### src/hw/lofs_consts.vh
`ifndef LOFS_CONSTS_VH
`define LOFS_CONSTS_VH

// ****************************************
// Register offsets (word index on the port)
// ****************************************
`define LOFS_ADDR_W 4
`define LOFS_OFF_SEL_LO 4'h0
`define LOFS_OFF_SEL_HI 4'h1
`define LOFS_OFF_MID_THR 4'h2
`define LOFS_OFF_DIR_THR 4'h3
`define LOFS_OFF_BRK_TIME 4'h4
`define LOFS_OFF_CON_TIME 4'h5
`define LOFS_OFF_STATUS 4'h6
`define LOFS_OFF_ACTIVE 4'h7

// ****************************************
// Function select codes
// ****************************************
`define LOFS_SEL_W 5
`define LOFS_FN_NONE 5'h00
`define LOFS_FN_ALARM 5'h01
`define LOFS_FN_ALARM_FLT 5'h02
`define LOFS_FN_FAULT 5'h03
`define LOFS_FN_MID_SPEED 5'h04
`define LOFS_FN_AUTO_BRAKE 5'h05
`define LOFS_FN_BRK_ALARM 5'h06
`define LOFS_FN_BRK_SW_FLT 5'h07
`define LOFS_FN_BRK_HOLD 5'h08
`define LOFS_FN_BRK_PICK 5'h09
`define LOFS_FN_HOLD_FLT 5'h0a
`define LOFS_FN_PICK_FLT 5'h0b
`define LOFS_FN_GOING_DN 5'h0c
`define LOFS_FN_GOING_UP 5'h0d
`define LOFS_FN_CHARGE_FLT 5'h0e
`define LOFS_FN_CLOSE_CON 5'h0f
`define LOFS_FN_CON_FLT 5'h10
`define LOFS_FN_CURR_FLT 5'h11
`define LOFS_FN_DRV_OVL 5'h12
`define LOFS_FN_ENC_FLT 5'h13
`define LOFS_FN_FAN_ON 5'h14
`define LOFS_FN_FAN_ALARM 5'h15
`define LOFS_FN_RESET_REQ 5'h16

// ****************************************
// Reset values of the selects
// ****************************************
`define LOFS_RST_SEL_LO 32'h0000_0000
`define LOFS_RST_SEL_HI 32'h0000_0000

// ****************************************
// Timing (counts in 10 ns clock cycles)
// ****************************************
`define LOFS_CNT_W 32
`define LOFS_RST_BRK_TIME 32'h0000_0064
`define LOFS_RST_CON_TIME 32'h0000_0064

`endif

### src/hw/lofs_selector.v
// Notes on behaviour
// - Four logic outputs, each own function select
// - Two relay coils, same function list
// - User LED with its own function select
// - Alarm choice follows any declared alarm
// - Alarm-or-fault choice asserts on either
// - Fault choice follows declared fault
// - Mid-speed choice: speed magnitude above threshold
// - Auto brake choice follows brake controller
// - Resistor overcurrent while running gives alarm
// - Resistor overcurrent while stopped gives fault
// - Brake hold follows pick confirmation input
// - Brake pick follows regulator release
// - Hold command/feedback mismatch beyond time
// - Pick command/feedback mismatch beyond time
// - Direction choices: signed speed beyond threshold
// - Charging fault: bus or contactor failure
// - Close contactor: run, enable, init, no fault
// - Contactor command/feedback mismatch at timeout
// - Current regulation fault mirrors mismatch flag
// - Encoder, overload, fan failure mirror flags
// - Fan indicator follows cooling fan state
// - Reset request: automatic reset request gated by error clear source
// - No-function choice stays deasserted always
//
// The address-and-strobe port and the placing of the registers were chosen for this implementation.
`timescale 1ns/10ps
`include "lofs_consts.vh"

module lofs_selector #(
  parameter SPD_W = 16
)(
  input wire mclk_i,
  input wire sys_rst_i,
  input wire [`LOFS_ADDR_W-1:0] addr_i,
  input wire [31:0] wdata_i,
  input wire wr_i,
  input wire rd_i,
  output reg [31:0] rdata_o,
  input wire alarm_i,
  input wire fault_i,
  input wire signed [SPD_W-1:0] speed_i,
  input wire auto_brake_i,
  input wire dbr_overcurrent_i,
  input wire running_i,
  input wire brake_confirm_i,
  input wire regulator_release_sel_i,
  input wire brake_hold_cmd_i,
  input wire brake_feedback_i,
  input wire charge_fault_i,
  input wire run_cmd_i,
  input wire drive_enable_i,
  input wire init_done_i,
  input wire contactor_feedback_i,
  input wire curr_mismatch_i,
  input wire drv_overload_i,
  input wire encoder_fault_i,
  input wire fan_on_i,
  input wire fan_fail_i,
  input wire reset_request_i,
  input wire error_clear_source_i,
  output reg [3:0] logic_out_o,
  output reg [1:0] relay_coil_o,
  output reg user_led_o
);

  localparam N_OUT = 7;

  // ****************************************
  // Registers
  // ****************************************
  reg [`LOFS_SEL_W-1:0] sel_r [0:N_OUT-1];
  reg [`LOFS_SEL_W-1:0] pend_r [0:N_OUT-1];
  reg pend_vld_r;
  reg [SPD_W-1:0] mid_thr_r;
  reg [SPD_W-1:0] dir_thr_r;
  reg [`LOFS_CNT_W-1:0] brk_time_r;
  reg [`LOFS_CNT_W-1:0] con_time_r;
  reg [`LOFS_CNT_W-1:0] hold_cnt_r;
  reg [`LOFS_CNT_W-1:0] pick_cnt_r;
  reg [`LOFS_CNT_W-1:0] con_cnt_r;
  reg hold_flt_r;
  reg pick_flt_r;
  reg con_flt_r;
  reg close_con_r;

  // ****************************************
  // Conditions
  // ****************************************
  wire signed [SPD_W:0] spd_ext = {speed_i[SPD_W-1], speed_i};
  wire signed [SPD_W:0] mid_ext = {1'b0, mid_thr_r};
  wire signed [SPD_W:0] dir_ext = {1'b0, dir_thr_r};
  // Extra sign bit keeps the most negative speed from wrapping
  function beyond;
    input signed [SPD_W:0] val;
    input signed [SPD_W:0] thr;
    begin
      beyond = val > thr;
    end
  endfunction

  wire mid_spd = beyond(spd_ext, mid_ext) || beyond(-spd_ext, mid_ext);
  wire going_up = beyond(spd_ext, dir_ext);
  wire going_dn = beyond(-spd_ext, dir_ext);
  wire close_con = run_cmd_i & drive_enable_i & init_done_i & ~fault_i;
  wire pick_cmd = regulator_release_sel_i;

  function cond_of;
    input [`LOFS_SEL_W-1:0] sel;
    begin
      case (sel)
        `LOFS_FN_ALARM: cond_of = alarm_i;
        `LOFS_FN_ALARM_FLT: cond_of = alarm_i | fault_i;
        `LOFS_FN_FAULT: cond_of = fault_i;
        `LOFS_FN_MID_SPEED: cond_of = mid_spd;
        `LOFS_FN_AUTO_BRAKE: cond_of = auto_brake_i;
        `LOFS_FN_BRK_ALARM: cond_of = dbr_overcurrent_i & running_i;
        `LOFS_FN_BRK_SW_FLT: cond_of = dbr_overcurrent_i & ~running_i;
        `LOFS_FN_BRK_HOLD: cond_of = brake_confirm_i;
        `LOFS_FN_BRK_PICK: cond_of = pick_cmd;
        `LOFS_FN_HOLD_FLT: cond_of = hold_flt_r;
        `LOFS_FN_PICK_FLT: cond_of = pick_flt_r;
        `LOFS_FN_GOING_DN: cond_of = going_dn;
        `LOFS_FN_GOING_UP: cond_of = going_up;
        `LOFS_FN_CHARGE_FLT: cond_of = charge_fault_i;
        `LOFS_FN_CLOSE_CON: cond_of = close_con;
        `LOFS_FN_CON_FLT: cond_of = con_flt_r;
        `LOFS_FN_CURR_FLT: cond_of = curr_mismatch_i;
        `LOFS_FN_DRV_OVL: cond_of = drv_overload_i;
        `LOFS_FN_ENC_FLT: cond_of = encoder_fault_i;
        `LOFS_FN_FAN_ALARM: cond_of = fan_fail_i;
        `LOFS_FN_FAN_ON: cond_of = fan_on_i;
        `LOFS_FN_RESET_REQ: cond_of = reset_request_i & error_clear_source_i;
        default: cond_of = 1'b0;
      endcase
    end
  endfunction

  // ****************************************
  // Mismatch timers
  // ****************************************
  // Registered so the contactor timer compares a settled command
  always @(posedge mclk_i)
  begin
    if (sys_rst_i)
      close_con_r <= 1'b0;
    else
      close_con_r <= close_con;
  end

  // Counters stop at the limit, so a long mismatch never wraps
  // hold mismatch timer
  always @(posedge mclk_i)
  begin
    if (sys_rst_i)
    begin
      hold_cnt_r <= {`LOFS_CNT_W{1'b0}};
      hold_flt_r <= 1'b0;
    end
    else if (brake_hold_cmd_i == brake_feedback_i)
    begin
      hold_cnt_r <= {`LOFS_CNT_W{1'b0}};
      hold_flt_r <= 1'b0;
    end
    else if (hold_cnt_r < brk_time_r)
      hold_cnt_r <= hold_cnt_r + 1'b1;
    else
      hold_flt_r <= 1'b1;
  end

  always @(posedge mclk_i)
  begin
    if (sys_rst_i)
    begin
      pick_cnt_r <= {`LOFS_CNT_W{1'b0}};
      pick_flt_r <= 1'b0;
    end
    else if (pick_cmd == brake_feedback_i)
    begin
      pick_cnt_r <= {`LOFS_CNT_W{1'b0}};
      pick_flt_r <= 1'b0;
    end
    else if (pick_cnt_r < brk_time_r)
      pick_cnt_r <= pick_cnt_r + 1'b1;
    else
      pick_flt_r <= 1'b1;
  end

  // ****************************************
  // Contactor timer
  // ****************************************
  // contactor timeout
  always @(posedge mclk_i)
  begin
    if (sys_rst_i)
    begin
      con_cnt_r <= {`LOFS_CNT_W{1'b0}};
      con_flt_r <= 1'b0;
    end
    else if (close_con_r == contactor_feedback_i)
    begin
      con_cnt_r <= {`LOFS_CNT_W{1'b0}};
      con_flt_r <= 1'b0;
    end
    else if (con_cnt_r < con_time_r)
      con_cnt_r <= con_cnt_r + 1'b1;
    else
      con_flt_r <= 1'b1;
  end

  // ****************************************
  // Select lanes
  // ****************************************
  wire [`LOFS_SEL_W*N_OUT-1:0] sel_flat;
  wire [N_OUT-1:0] cond_vec;
  wire sel_wr = wr_i && (addr_i == `LOFS_OFF_SEL_LO || addr_i == `LOFS_OFF_SEL_HI);
  integer j;

  genvar g;
  generate
    for (g = 0; g < N_OUT; g = g + 1)
    begin : g_out
      assign sel_flat[g*`LOFS_SEL_W +: `LOFS_SEL_W] = sel_r[g];
      assign cond_vec[g] = cond_of(sel_r[g]);
    end
  endgenerate

  // ****************************************
  // Select staging
  // ****************************************
  // One process owns both arrays, so each has a single driver
  always @(posedge mclk_i)
  begin
    if (sys_rst_i)
    begin
      for (j = 0; j < N_OUT; j = j + 1)
      begin
        sel_r[j] <= {`LOFS_SEL_W{1'b0}};
        pend_r[j] <= {`LOFS_SEL_W{1'b0}};
      end
    end
    else
    begin
      for (j = 0; j < N_OUT; j = j + 1)
      begin
        if (wr_i && addr_i == ((j < 4) ? `LOFS_OFF_SEL_LO : `LOFS_OFF_SEL_HI))
          pend_r[j] <= wdata_i[(j % 4)*8 +: `LOFS_SEL_W];
        // apply only while stopped; LED not locked
        if (j == 6 && wr_i && addr_i == `LOFS_OFF_SEL_HI)
          sel_r[j] <= wdata_i[16 +: `LOFS_SEL_W];
        else if (pend_vld_r && !running_i)
          sel_r[j] <= pend_r[j];
      end
    end
  end

  // ****************************************
  // Pending select flag
  // ****************************************
  // A write in the same cycle wins over the clear
  always @(posedge mclk_i)
  begin
    if (sys_rst_i)
      pend_vld_r <= 1'b0;
    else if (sel_wr)
      pend_vld_r <= 1'b1;
    else if (!running_i)
      pend_vld_r <= 1'b0;
  end

  // ****************************************
  // Thresholds and times
  // ****************************************
  always @(posedge mclk_i)
  begin
    if (sys_rst_i)
    begin
      mid_thr_r <= {SPD_W{1'b0}};
      dir_thr_r <= {SPD_W{1'b0}};
      brk_time_r <= `LOFS_RST_BRK_TIME;
      con_time_r <= `LOFS_RST_CON_TIME;
    end
    else if (wr_i)
    begin
      case (addr_i)
        `LOFS_OFF_MID_THR: mid_thr_r <= wdata_i[SPD_W-1:0];
        `LOFS_OFF_DIR_THR: dir_thr_r <= wdata_i[SPD_W-1:0];
        `LOFS_OFF_BRK_TIME: brk_time_r <= wdata_i;
        `LOFS_OFF_CON_TIME: con_time_r <= wdata_i;
        default: ;
      endcase
    end
  end

  // ****************************************
  // Read data
  // ****************************************
  // Byte-wide lanes, code in the low five bits of each
  wire [31:0] sel_lo_word = {3'h0, sel_flat[19:15], 3'h0, sel_flat[14:10],
                             3'h0, sel_flat[9:5], 3'h0, sel_flat[4:0]};
  wire [31:0] sel_hi_word = {11'h000, sel_flat[34:30], 3'h0, sel_flat[29:25],
                             3'h0, sel_flat[24:20]};
  wire [31:0] status_word = {25'h000_0000, pend_vld_r, running_i, close_con_r,
                             con_flt_r, pick_flt_r, hold_flt_r, 1'b0};
  wire [31:0] active_word = {25'h000_0000, user_led_o, relay_coil_o, logic_out_o};
  wire [31:0] mid_word = {{(32-SPD_W){1'b0}}, mid_thr_r};
  wire [31:0] dir_word = {{(32-SPD_W){1'b0}}, dir_thr_r};
  reg [31:0] rdata_nxt;

  always @*
  begin
    rdata_nxt = 32'h0000_0000;
    if (rd_i)
    begin
      case (addr_i)
        `LOFS_OFF_SEL_LO: rdata_nxt = sel_lo_word;
        `LOFS_OFF_SEL_HI: rdata_nxt = sel_hi_word;
        `LOFS_OFF_MID_THR: rdata_nxt = mid_word;
        `LOFS_OFF_DIR_THR: rdata_nxt = dir_word;
        `LOFS_OFF_BRK_TIME: rdata_nxt = brk_time_r;
        `LOFS_OFF_CON_TIME: rdata_nxt = con_time_r;
        `LOFS_OFF_STATUS: rdata_nxt = status_word;
        `LOFS_OFF_ACTIVE: rdata_nxt = active_word;
        default: rdata_nxt = 32'h0000_0000;
      endcase
    end
  end

  // Zero outside the read cycle, so no stale word lingers
  always @(posedge mclk_i)
  begin
    if (sys_rst_i)
      rdata_o <= 32'h0000_0000;
    else
      rdata_o <= rdata_nxt;
  end

  // ****************************************
  // Terminal outputs
  // ****************************************
  // One cycle from condition to terminal for every choice
  always @(posedge mclk_i)
  begin
    if (sys_rst_i)
    begin
      logic_out_o <= 4'h0;
      relay_coil_o <= 2'h0;
      user_led_o <= 1'b0;
    end
    else
    begin
      logic_out_o <= cond_vec[3:0];
      relay_coil_o <= cond_vec[5:4];
      user_led_o <= cond_vec[6];
    end
  end

endmodule

### config.mk
export PLATFORM = sky130hd
export DESIGN_NAME = lofs_selector
export DESIGN_NICKNAME = d
export VERILOG_FILES = /design/src/hw/lofs_selector.v
export VERILOG_INCLUDE_DIRS = /design/src /design/src/hw
export SDC_FILE = /design/constraint.sdc
export NUM_CORES = 1
export LEC_CHECK = 0
export ABC_AREA = 1
export BUFFER_PORTS_ARGS = -buffer_cell sky130_fd_sc_hd__buf_4
export CORE_MARGIN = 2
export CORE_UTILIZATION = 45
export DETAILED_ROUTE_END_ITERATION = 10
export PLACE_DENSITY_LB_ADDON = 0.15
export SLEW_MARGIN = 15
export SYNTH_ARGS = -nofsm -noshare
export SYNTH_HDL_FRONTEND = slang
export SYNTH_SLANG_ARGS = --single-unit
### constraint.sdc
create_clock -name mclk_i -period 3.1 [get_ports mclk_i]
set_clock_uncertainty 0.2 [all_clocks]
set_input_delay 0.155 -clock mclk_i [delete_from_list [all_inputs] [get_ports mclk_i]]
set_output_delay 0.155 -clock mclk_i [all_outputs]
set_load 0.01 [all_outputs]
==> out/metrics.yaml, run 1 <==
placement:
  place_congestion: 0.9761
  dp_cells: 3380
  dp_hpwl_um: 58190
  portBuffers: 115
  preCtsSetupSlack_ns: -0.1286
clocking:
  root_buffer: "clkbuf_16"
  path_clk_slew_ns: 0.06
  cts_buffer_depth: 3
  htreeDepth: 2
  cts_setup_buffers: 0
  cts_tree: "built"
  clkSinkCount: 306
  clk_latency_ns: 0.58
  cts_buffers: 38
logic_synthesis:
  ys_warn_count: 0
  synthFlopType: "dfxtp_1"
  ys_ff_latch: 306
  synth_xor_area_frac: 0.03942
  synth_nets: 2948
  synth_compound_area_frac: 0.1559
  synth-simple-area-share: 0.2629
  ys_types: 53
  synth_top_family_by_area: "simple AND/OR/NAND/NOR gates"
  syn_inst: 2710
  synth.avg_cell_area_um2: 7.215
  yosysTopAreaCellShare: 0.2416
  synth_adder_area_share: 0.1030
  synth_area_leaders: "dfxtp_1 24%, edfxtp_1 11%, ha_1 10%, nand2_1 8.8%, a21oi_1 7.0%"
  synth_edf_count: 70
  seq_area_frac_synth: 0.3491
  ys_async_sr_fraction: 0
  syn-cell-area_um2: 19550
  yosysTopAreaCell: "dfxtp_1"
  synthMuxAreaShare: 0
floorplanning:
  ios: 116
  core.rowCount: 76
  die_area_um2: 45130
  die_h_um: 212.4
  initial_core_util: 0.4549
  core-area_um2: 42980
  die_w_um: 212.4
grt:
  grt_usage: 0.3331
  grt_antenna_before_repair: 1
  globalRouteOverflowTotal: 0
  grt_max_degree: 81
  grt_pass1_vias: 18600
  grt_pass1_wl_um: 113300
final_layout:
  diodes: 0
  nNetsFinal: 3119
  mostFrequentLayoutCell: "nand2_1"
  drive_above_1_share: 0.09656
  instances_no_fill: 3495
  layout_common_cells: "459 x nand2_1, 359 x inv_1, 281 x nor2_1, 273 x a21oi_1, 236 x dfxtp_1"
  syn_to_final_growth_pct: 17.53
  utilization: 0.5346
sta:
  slew_violations: 0
  fmaxAchievable_mhz: 361.5
  relSlewSlack: 0.3653
  hold_ws_ns: 0.03489
  min_period_ns: 2.767
  worst-slew-pin-transition_ns: 0.9511
  final-setup-viol-count: 0
  rsz0062_at_grt: "no"
  timing.final.ws_setup_ns: 0.3334
  hold_viol_final: 0
  period_share: 0.8924
routing:
  first_pass_iters: 6
  routed_wl_um: 75210
  antenna_left: 0
  drtIter0Drc: 1610
  drc_errors: 0
  via_count: 19860
  wl_per_cell_um: 21.52
  viasPerCell: 5.682
power_and_ir_drop:
  p_leak_nw: 9.415
  p_per_area_nw_per_um2: 434.3
  peakVddDrop_v: 0.0003904
  p_total_mw: 9.981
setup_path:
  critPathCaptureType: "flop"
  cp-start-kind: "flop"
  crit_type: "reg -> reg"
  crit_required_ns: 3.36
  cp_max_fo: 7
  cp.arrival_ns: 3.02
job:
  maxCapViolations: 0
hold_path:
  min_path_type: "in -> reg"
status:
  status: "completed"
## where the power goes
part	internal, mW	switching (mW)
clock network	2.78	1.89
logic	0.359	0.709
registers	4.17	0.0746
## flip-flops by register name, indices dropped and copies added (netlist names), 2 cells and up
signal and cells:
con_cnt_r 32, relay_coil_o 2, rdata_o 32, sel_r 35
dir_thr_r 16, con_time_r 32, logic_out_o 4, pick_cnt_r 32
mid_thr_r 16, hold_cnt_r 32, brk_time_r 32, pend_r 35
## layer usage
metal	track usage	routed length (µm)
met5	0	0
met4	0.1239	2892
met3	0.04505	4687
met2	0.5659	35440
met1	0.4304	32190
## through the flow
| stage | TNS, ns | instance area, µm² |
|---|---|---|
| 2_1_floorplan | 0 | 19550 |
| 3_3_place_gp | -0.6358 | 21210 |
| 3_5_place_dp | -0.7943 | 21210 |
| 4_1_cts | 0 | 22970 |
| 5_1_grt | 0 | 22980 |
| 6_report | 0 | 22980 |
## synthesized netlist by cell type, types with 7 or more instances
cell / instances
nand4_1: 58
inv_1: 360
dfxtp_1: 236
o211ai_1: 9
xor2_1: 54
a221oi_1: 15
ha_1: 161
nand3_1: 189
nor2_1: 282
o22ai_1: 44
nor3_2: 7
nor2_2: 10
o21a_1: 7
o221ai_1: 8
nor4_1: 41
xnor2_1: 34
edfxtp_1: 70
clkbuf_1: 61
o21ai_0: 143
buf_2: 16
a21oi_1: 274
o31ai_1: 8
nor3_1: 88
nand2_1: 459
## worst paths after layout
path                                      from             end  slack, ns  cells past startpoint
worst max-delay path             dir_thr_r[12]  logic_out_o[2]       0.33                     15
worst min-delay path                 addr_i[1]      rdata_o[5]       0.03                      5
worst max register to register   dir_thr_r[12]  logic_out_o[2]       0.33                     15
worst min register to register  con_time_r[30]     rdata_o[30]       0.27                      2
## worst max-delay path: stages, from the launching register on
cell	delay [ns]
dfxtp_1	0.29
inv_1	0.19
ha_1	0.29
nand2_1	0.20
o21bai_1	0.14
a21oi_1	0.08
nor2_1	0.28
nand3_1	0.12
nand2_1	0.09
inv_1	0.20
nand4_1	0.15
nand2_1	0.12
inv_1	0.11
nand3_1	0.09
nand2_1	0.06
inv_1	0.04
## cell families (layout without fill, tap and decap cells)
kind of cell               count (synthesis)  in the layout
xor gates and xnor gates                  88             88
buffers and inverters                    452            652
adders and majority gates                161            161
DFF                                      306            306
and+or+nand+nor                         1158           1158
AOI/OAI and AO/OA                        545            545
## area by class of cell
cell class	instances	area [µm²]
timing repair buffer	217	1757
clock inverter	17	227.7
sequential	306	6827
fill	4270	20000
tap	585	732.0
inverter	366	1374
multi-input combinational	1952	11000
clock buffer	52	1066
## repair_timing
| item | CTS | global route |
|---|---|---|
| gates resized for setup | 0 | 2 |
| setup endpoints to repair | 0 | 7 |
| endpoints found under the hold margin | 157 | 0 |
| hold buffers | 46 | 0 |
Power figures use the tool's default switching activity.
==> inputs of run 2 (changes only) <==
PLACE_DENSITY_LB_ADDON = not set   (was 0.15)
==> out/metrics.yaml, run 2 (synthesis gave the netlist of run 1 again) <==
job:
  maxCapViolations: 0  # unchanged
floorplanning:
  die_h_um: 212.4  # unchanged
  ios: 116  # unchanged
  initial_core_util: 0.4549  # unchanged
  die_w_um: 212.4  # unchanged
  core-area_um2: 42980  # unchanged
  core.rowCount: 76  # unchanged
  die_area_um2: 45130  # unchanged
hold_path:
  min_path_type: "in -> reg"  # unchanged
clocking:
  cts_setup_buffers: 0  # unchanged
  clk_latency_ns: 0.56  # was 0.58 ns
  htreeDepth: 2  # unchanged
  cts_buffer_depth: 3  # unchanged
  path_clk_slew_ns: 0.06  # about the same
  cts_buffers: 37  # was 38
  root_buffer: "clkbuf_16"  # unchanged
  clkSinkCount: 306  # unchanged
  cts_tree: "built"  # unchanged
setup_path:
  critPathCaptureType: "flop"  # unchanged
  critPathMaxStageDelay_ns: 0.59  # was 0.29 ns
  crit_top_cell: "dlygate4sd3_1"
  cp-start-kind: "input pin"  # was flop
  cp_max_fo: 5  # was 7
  crit_type: "in -> reg"  # was reg -> reg
  cp.arrival_ns: 3.14  # was 3.02 ns
  reg2reg_slack_ns: 0.37  # was 0.33 ns
  cpMaxStageDelayCell: "dlygate4sd3_1"  # was dfxtp_1
  cp_cell_sequence: "dlygate4sd3_1 -> buf_4 -> nor2_1 -> dlygate4sd3_1 -> nand2_1 -> dlygate4sd3_1 -> inv_1 -> nand2_1 -> a31oi_1 -> dlygate4sd3_1"  # was inv_1 -> ha_1 -> nand2_1 -> o21bai_1 -> a21oi_1 -> nor2_1 -> nand3_1 -> nand2_1 -> inv_1 -> nand4_1 -> nand2_1 -> inv_1 -> nand3_1 -> nand2_1 -> inv_1
  crit_required_ns: 3.40  # was 3.36 ns
placement:
  portBuffers: 115  # unchanged
  dp_hpwl_um: 56260  # was 58190 µm
  place_congestion: 1.018  # was 0.9761
  placed_area_um2: 21230  # was 21210 µm²
  preCtsSetupSlack_ns: -0.09955  # was -0.1286 ns
grt:
  gr-usage-met3: 0.04387  # was 0.04505
  grt_max_degree: 59  # was 81
  grtUsageMet1: 0.4283  # was 0.4304
  grt_pass1_wl_um: 110900  # was 113300 µm
  globalRouteOverflowTotal: 0  # unchanged
  busiest_layer: "met2"  # unchanged
  grt_usage: 0.3227  # was 0.3331
  gr-usage-met2: 0.5251  # was 0.5659
  grt_pass1_vias: 18670  # was 18600
  grt_antenna_before_repair: 0  # was 1
final_layout:
  nNetsFinal: 3125  # was 3119
  layout_common_cells: "458 x nand2_1, 359 x inv_1, 281 x nor2_1, 273 x a21oi_1, 236 x dfxtp_1"  # was 459 x nand2_1, 359 x inv_1, 281 x nor2_1, 273 x a21oi_1, 236 x dfxtp_1
  final_area_um2: 22910  # was 22980 µm²
  top_regs: "pend_r x35, sel_r x35"  # unchanged
  fill_cells: 4326  # was 4270
  syn_to_final_growth_pct: 17.18  # was 17.53%
  utilization: 0.5331  # was 0.5346
  diodes: 0  # unchanged
  mostFrequentLayoutCell: "nand2_1"  # unchanged
  drive_above_1_share: 0.09787  # was 0.09656
sta:
  period_share: 0.9157  # was 0.8924
  hold_viol_final: 0  # unchanged
  rsz0062_at_grt: "no"  # unchanged
  min_period_ns: 2.839  # was 2.767 ns
  tns_ns: 0  # unchanged
  slew_violations: 0  # unchanged
  fmaxAchievable_mhz: 352.3  # was 361.5 MHz
  timing.final.ws_setup_ns: 0.2615  # was 0.3334 ns
  final-setup-viol-count: 0  # unchanged
  worst-slew-pin-transition_ns: 0.9173  # was 0.9511 ns
  relSlewSlack: 0.3878  # was 0.3653
routing:
  wl_per_cell_um: 20.85  # was 21.52 µm
  drc_errors: 0  # unchanged
  drtIter0Drc: 1893  # was 1610
  via_count: 19780  # was 19860
  routed_wl_um: 72900  # was 75210 µm
  viasPerCell: 5.657  # was 5.682
  first_pass_iters: 7  # was 6
  antenna_left: 0  # unchanged
power_and_ir_drop:
  p_leak_nw: 9.393  # was 9.415 nW
  p_per_area_nw_per_um2: 421.0  # was 434.3 nW/µm²
  peakVddDrop_v: 0.0003966  # was 0.0003904 V
status:
  status: "completed"  # unchanged
## run 2: cell types whose count changed in the layout (fill, tap and decap cells not counted), sizes merged
| cell | previous run | this run |
|---|---|---|
| clkinv | 11 | 12 |
| inv | 368 | 367 |
| dlygate4sd3 | 46 | 49 |
| buf | 171 | 175 |
| clkbuf | 52 | 48 |
| clkinvlp | 0 | 1 |
| bufinv | 4 | 2 |
## run 2: path summary, 6_finish.rpt
path	from	to	depth (start not counted)
worst min-delay path	rd_i	rdata_o[19]	3
worst max-delay path	addr_i[0]	rdata_o[5]	10
worst max register to register	dir_thr_r[12]	logic_out_o[3]	15
worst min register to register	brk_time_r[29]	rdata_o[29]	2
## run 2: layout make-up
class	instances	area, µm²	area share
flip-flops and latches	306	6827	0.2979
repair buffers	224	1804	0.07875
clock buffers	48	1040	0.04538
inverters	366	1374	0.05996
well taps	585	732.0	0.03195
multi-input cells	1952	10990	0.4797
clock inverters	16	145.1	0.006335
## run 2: metal layers
layer | up-vias | wire, µm
met5 | - | 0
met4 | 0 | 2894
met3 | 162 | 5180
met2 | 763 | 33390
met1 | 9299 | 31440
li1 | 9557 | -
## run 2: timing repair
item                                    in CTS  in global routing
endpoints found under the hold margin      157                  0
hold buffers                                49                  0
endpoints found under the setup margin       0                 10
resized for setup                            0                  1
## run 2: worst max-delay path: cells and delay by family
family          cells  cell delay, ns
compound gates      1            0.15
buf+inv             6            2.54
simple gates        3            0.30
## run 2: metrics by stage
stage,power (mW),hold slack (ns),cells
detailed placement,5.313,0.2280,3384
global route,9.947,0.07499,3497
global placement,5.303,0.2316,3384
finish,9.645,0.06073,3497
CTS,9.679,0.03220,3497
floorplan,4.860,0.08142,2710
## run 2: where the power goes
group | total (mW) | internal, mW | leakage (nW) | switching [mW]
combinational | 1.06 | 0.363 | 6.20 | 0.695
clock | 4.34 | 2.54 | 0.590 | 1.81
sequential | 4.24 | 4.17 | 2.60 | 0.0701
==> inputs of run 3 (changes only) <==
CORE_UTILIZATION = 35   (was 45)
==> out/metrics.yaml, run 3 (synthesis gave the netlist of run 1 again) <==
status:
  status: "completed"  # unchanged
final_layout:
  utilization: 0.4198  # was 0.5331
  top_regs: "pend_r x35, sel_r x35"  # unchanged
  instances_no_fill: 3661  # was 3497
  fill_cells: 5729  # was 4326
  diodes: 0  # unchanged
  drive_above_1_share: 0.09749  # was 0.09787
  mostFrequentLayoutCell: "nand2_1"  # unchanged
  nNetsFinal: 3124  # was 3125
  syn_to_final_growth_pct: 18.53  # was 17.18%
  layout_common_cells: "459 x nand2_1, 359 x inv_1, 280 x nor2_1, 273 x a21oi_1, 236 x dfxtp_1"  # was 458 x nand2_1, 359 x inv_1, 281 x nor2_1, 273 x a21oi_1, 236 x dfxtp_1
setup_path:
  cp_cell_sequence: "dlygate4sd3_1 -> buf_4 -> nor2_1 -> nand2_1 -> inv_1 -> nand2_1 -> o21ai_0 -> dlygate4sd3_1 -> a21oi_1 -> dlygate4sd3_1"  # was dlygate4sd3_1 -> buf_4 -> nor2_1 -> dlygate4sd3_1 -> nand2_1 -> dlygate4sd3_1 -> inv_1 -> nand2_1 -> a31oi_1 -> dlygate4sd3_1
  critPathMaxStageDelay_ns: 0.58  # was 0.59 ns
  crit_type: "in -> reg"  # unchanged
  cp.arrival_ns: 3.08  # was 3.14 ns
  critPathCaptureType: "flop"  # unchanged
  crit_required_ns: 3.34  # was 3.40 ns
  cp-start-kind: "input pin"  # unchanged
  crit_top_cell: "dlygate4sd3_1"  # unchanged
  critPathBufInv: 5  # was 6
  cp_top_family: "buffers and inverters"  # unchanged
  cpMaxStageDelayCell: "dlygate4sd3_1"  # unchanged
  cp_max_fo: 11  # was 5
sta:
  hold_ws_ns: 0.05366  # was 0.06073 ns
  hold_viol_final: 0  # unchanged
  slew_violations: 0  # unchanged
  rsz0062_at_grt: "no"  # unchanged
  min_period_ns: 2.839  # about the same
  final-setup-viol-count: 0  # unchanged
  fmaxAchievable_mhz: 352.2  # was 352.3 MHz
  timing.final.ws_setup_ns: 0.2609  # was 0.2615 ns
  relSlewSlack: 0.3680  # was 0.3878
  tns_ns: 0  # unchanged
  worst-slew-pin-transition_ns: 0.9457  # was 0.9173 ns
  period_share: 0.9158  # was 0.9157
hold_path:
  min_path_type: "in -> reg"  # unchanged
clocking:
  clk_latency_ns: 0.56  # about the same
  path_clk_slew_ns: 0.06  # about the same
  cts_tree: "built"  # unchanged
  cts_setup_buffers: 0  # unchanged
  cts_buffers: 38  # was 37
  root_buffer: "clkbuf_16"  # unchanged
  cts_buffer_depth: 3  # unchanged
  clkSinkCount: 306  # unchanged
  htreeDepth: 2  # unchanged
placement:
  dp_cells: 3548  # was 3384
  place_congestion: 0.9783  # was 1.018
  dp_hpwl_um: 58980  # was 56260 µm
  preCtsSetupSlack_ns: -0.2456  # was -0.09955 ns
  portBuffers: 115  # unchanged
power_and_ir_drop:
  seqPwrFrac: 0.435  # was 0.440
  peakVddDrop_v: 0.0003609  # was 0.0003966 V
  intPower_mw: 7.211  # was 7.074 mW
  p_comb_frac: 0.109  # was 0.110
  p_leak_nw: 9.428  # was 9.393 nW
  clkPwrFrac: 0.456  # was 0.450
  p_sw_mw: 2.566  # was 2.571 mW
  p_per_area_nw_per_um2: 421.9  # was 421.0 nW/µm²
  sw_frac_of_total: 0.2625  # was 0.2666
grt:
  grt_usage: 0.2596  # was 0.3227
  grt_max_degree: 81  # was 59
  gr-usage-met2: 0.4113  # was 0.5251
  grtUsageMet1: 0.3553  # was 0.4283
  grt_antenna_before_repair: 2  # was 0
  globalRouteOverflowTotal: 0  # unchanged
  gr-usage-met3: 0.03456  # was 0.04387
  grt_pass1_vias: 18670  # about the same
  busiest_layer: "met2"  # unchanged
  grt_pass1_wl_um: 113600  # was 110900 µm
routing:
  routed_wl_um: 75650  # was 72900 µm
  via_count: 19790  # was 19780
  drtIter0Drc: 1805  # was 1893
  wl_per_cell_um: 20.66  # was 20.85 µm
  drc_errors: 0  # unchanged
  viasPerCell: 5.405  # was 5.657
  first_pass_iters: 6  # was 7
  antenna_left: 0  # unchanged
floorplanning:
  die_h_um: 240.4  # was 212.4 µm
  core-area_um2: 55200  # was 42980 µm²
  ios: 116  # unchanged
  die_w_um: 240.4  # was 212.4 µm
  die_area_um2: 57770  # was 45130 µm²
  core.rowCount: 86  # was 76
  initial_core_util: 0.3542  # was 0.4549
job:
  maxCapViolations: 0  # unchanged
run 3: cell types whose count changed in the layout (fill, tap and decap cells not counted), moves of 2 or more:
cell | before | now
buf_12 | 0 | 2
clkbuf_1 | 4 | 9
dlygate4sd3_1 | 49 | 46
inv_6 | 3 | 1
run 3: area by class of cell:
cell class                      count  area, µm²  share of cell area
Clock buffer                       53       1079             0.04654
Multi-Input combinational cell   1952      11000              0.4748
Tap cell                          748      935.9             0.04038
Timing Repair Buffer              222       1807             0.07796
Inverter                          366       1374             0.05928
Clock inverter                     14      150.1            0.006479
Sequential cell                   306       6827              0.2946
run 3: path summary, 6_finish.rpt:
kind,startpoint,to,slack (ns),cells after the start
min reg2reg,con_time_r[15],con_time_r[15],0.27,2
max,addr_i[3],mid_thr_r[4],0.26,10
min,rd_i,rdata_o[4],0.05,4
max reg2reg,brk_time_r[19],hold_cnt_r[10],0.42,12
run 3: what timing repair did:
| item | 4_1_cts | 5_1_grt |
|---|---|---|
| setup endpoints to repair | 0 | 7 |
| gates resized for setup | 0 | 3 |
| hold buffers | 46 | 0 |
| hold endpoints to repair | 155 | 0 |
run 3: tightest hold or removal path, stage by stage:
cell and delay (ns):
buf_4 0.08, nand2_1 0.07, buf_4 0.28, nor2_1 0.16
run 3: per-stage QoR:
step	cell area (µm²)	total power, mW
2_1_floorplan	19550	4.860
3_5_place_dp	21470	5.337
4_1_cts	23160	9.829
6_report	23170	9.777
5_1_grt	23170	10.11
3_3_place_gp	21470	5.331
run 3: metal layers:
metal	routed length (µm)	vias up
met2	33190	767
met4	3310	0
met1	33960	9321
met3	5189	152
met5	0	-
li1	-	9547
run 3: power groups by stage:
stage | Sequential, mW | Combinational [mW] | Clock (mW)
5_1_grt | 4.26 | 1.16 | 4.68
6_report | 4.25 | 1.06 | 4.46
3_5_place_dp | 4.34 | 1.00 | 0
2_1_floorplan | 4.31 | 0.554 | 0
4_1_cts | 4.25 | 1.05 | 4.53
3_3_place_gp | 4.33 | 0.997 | 0
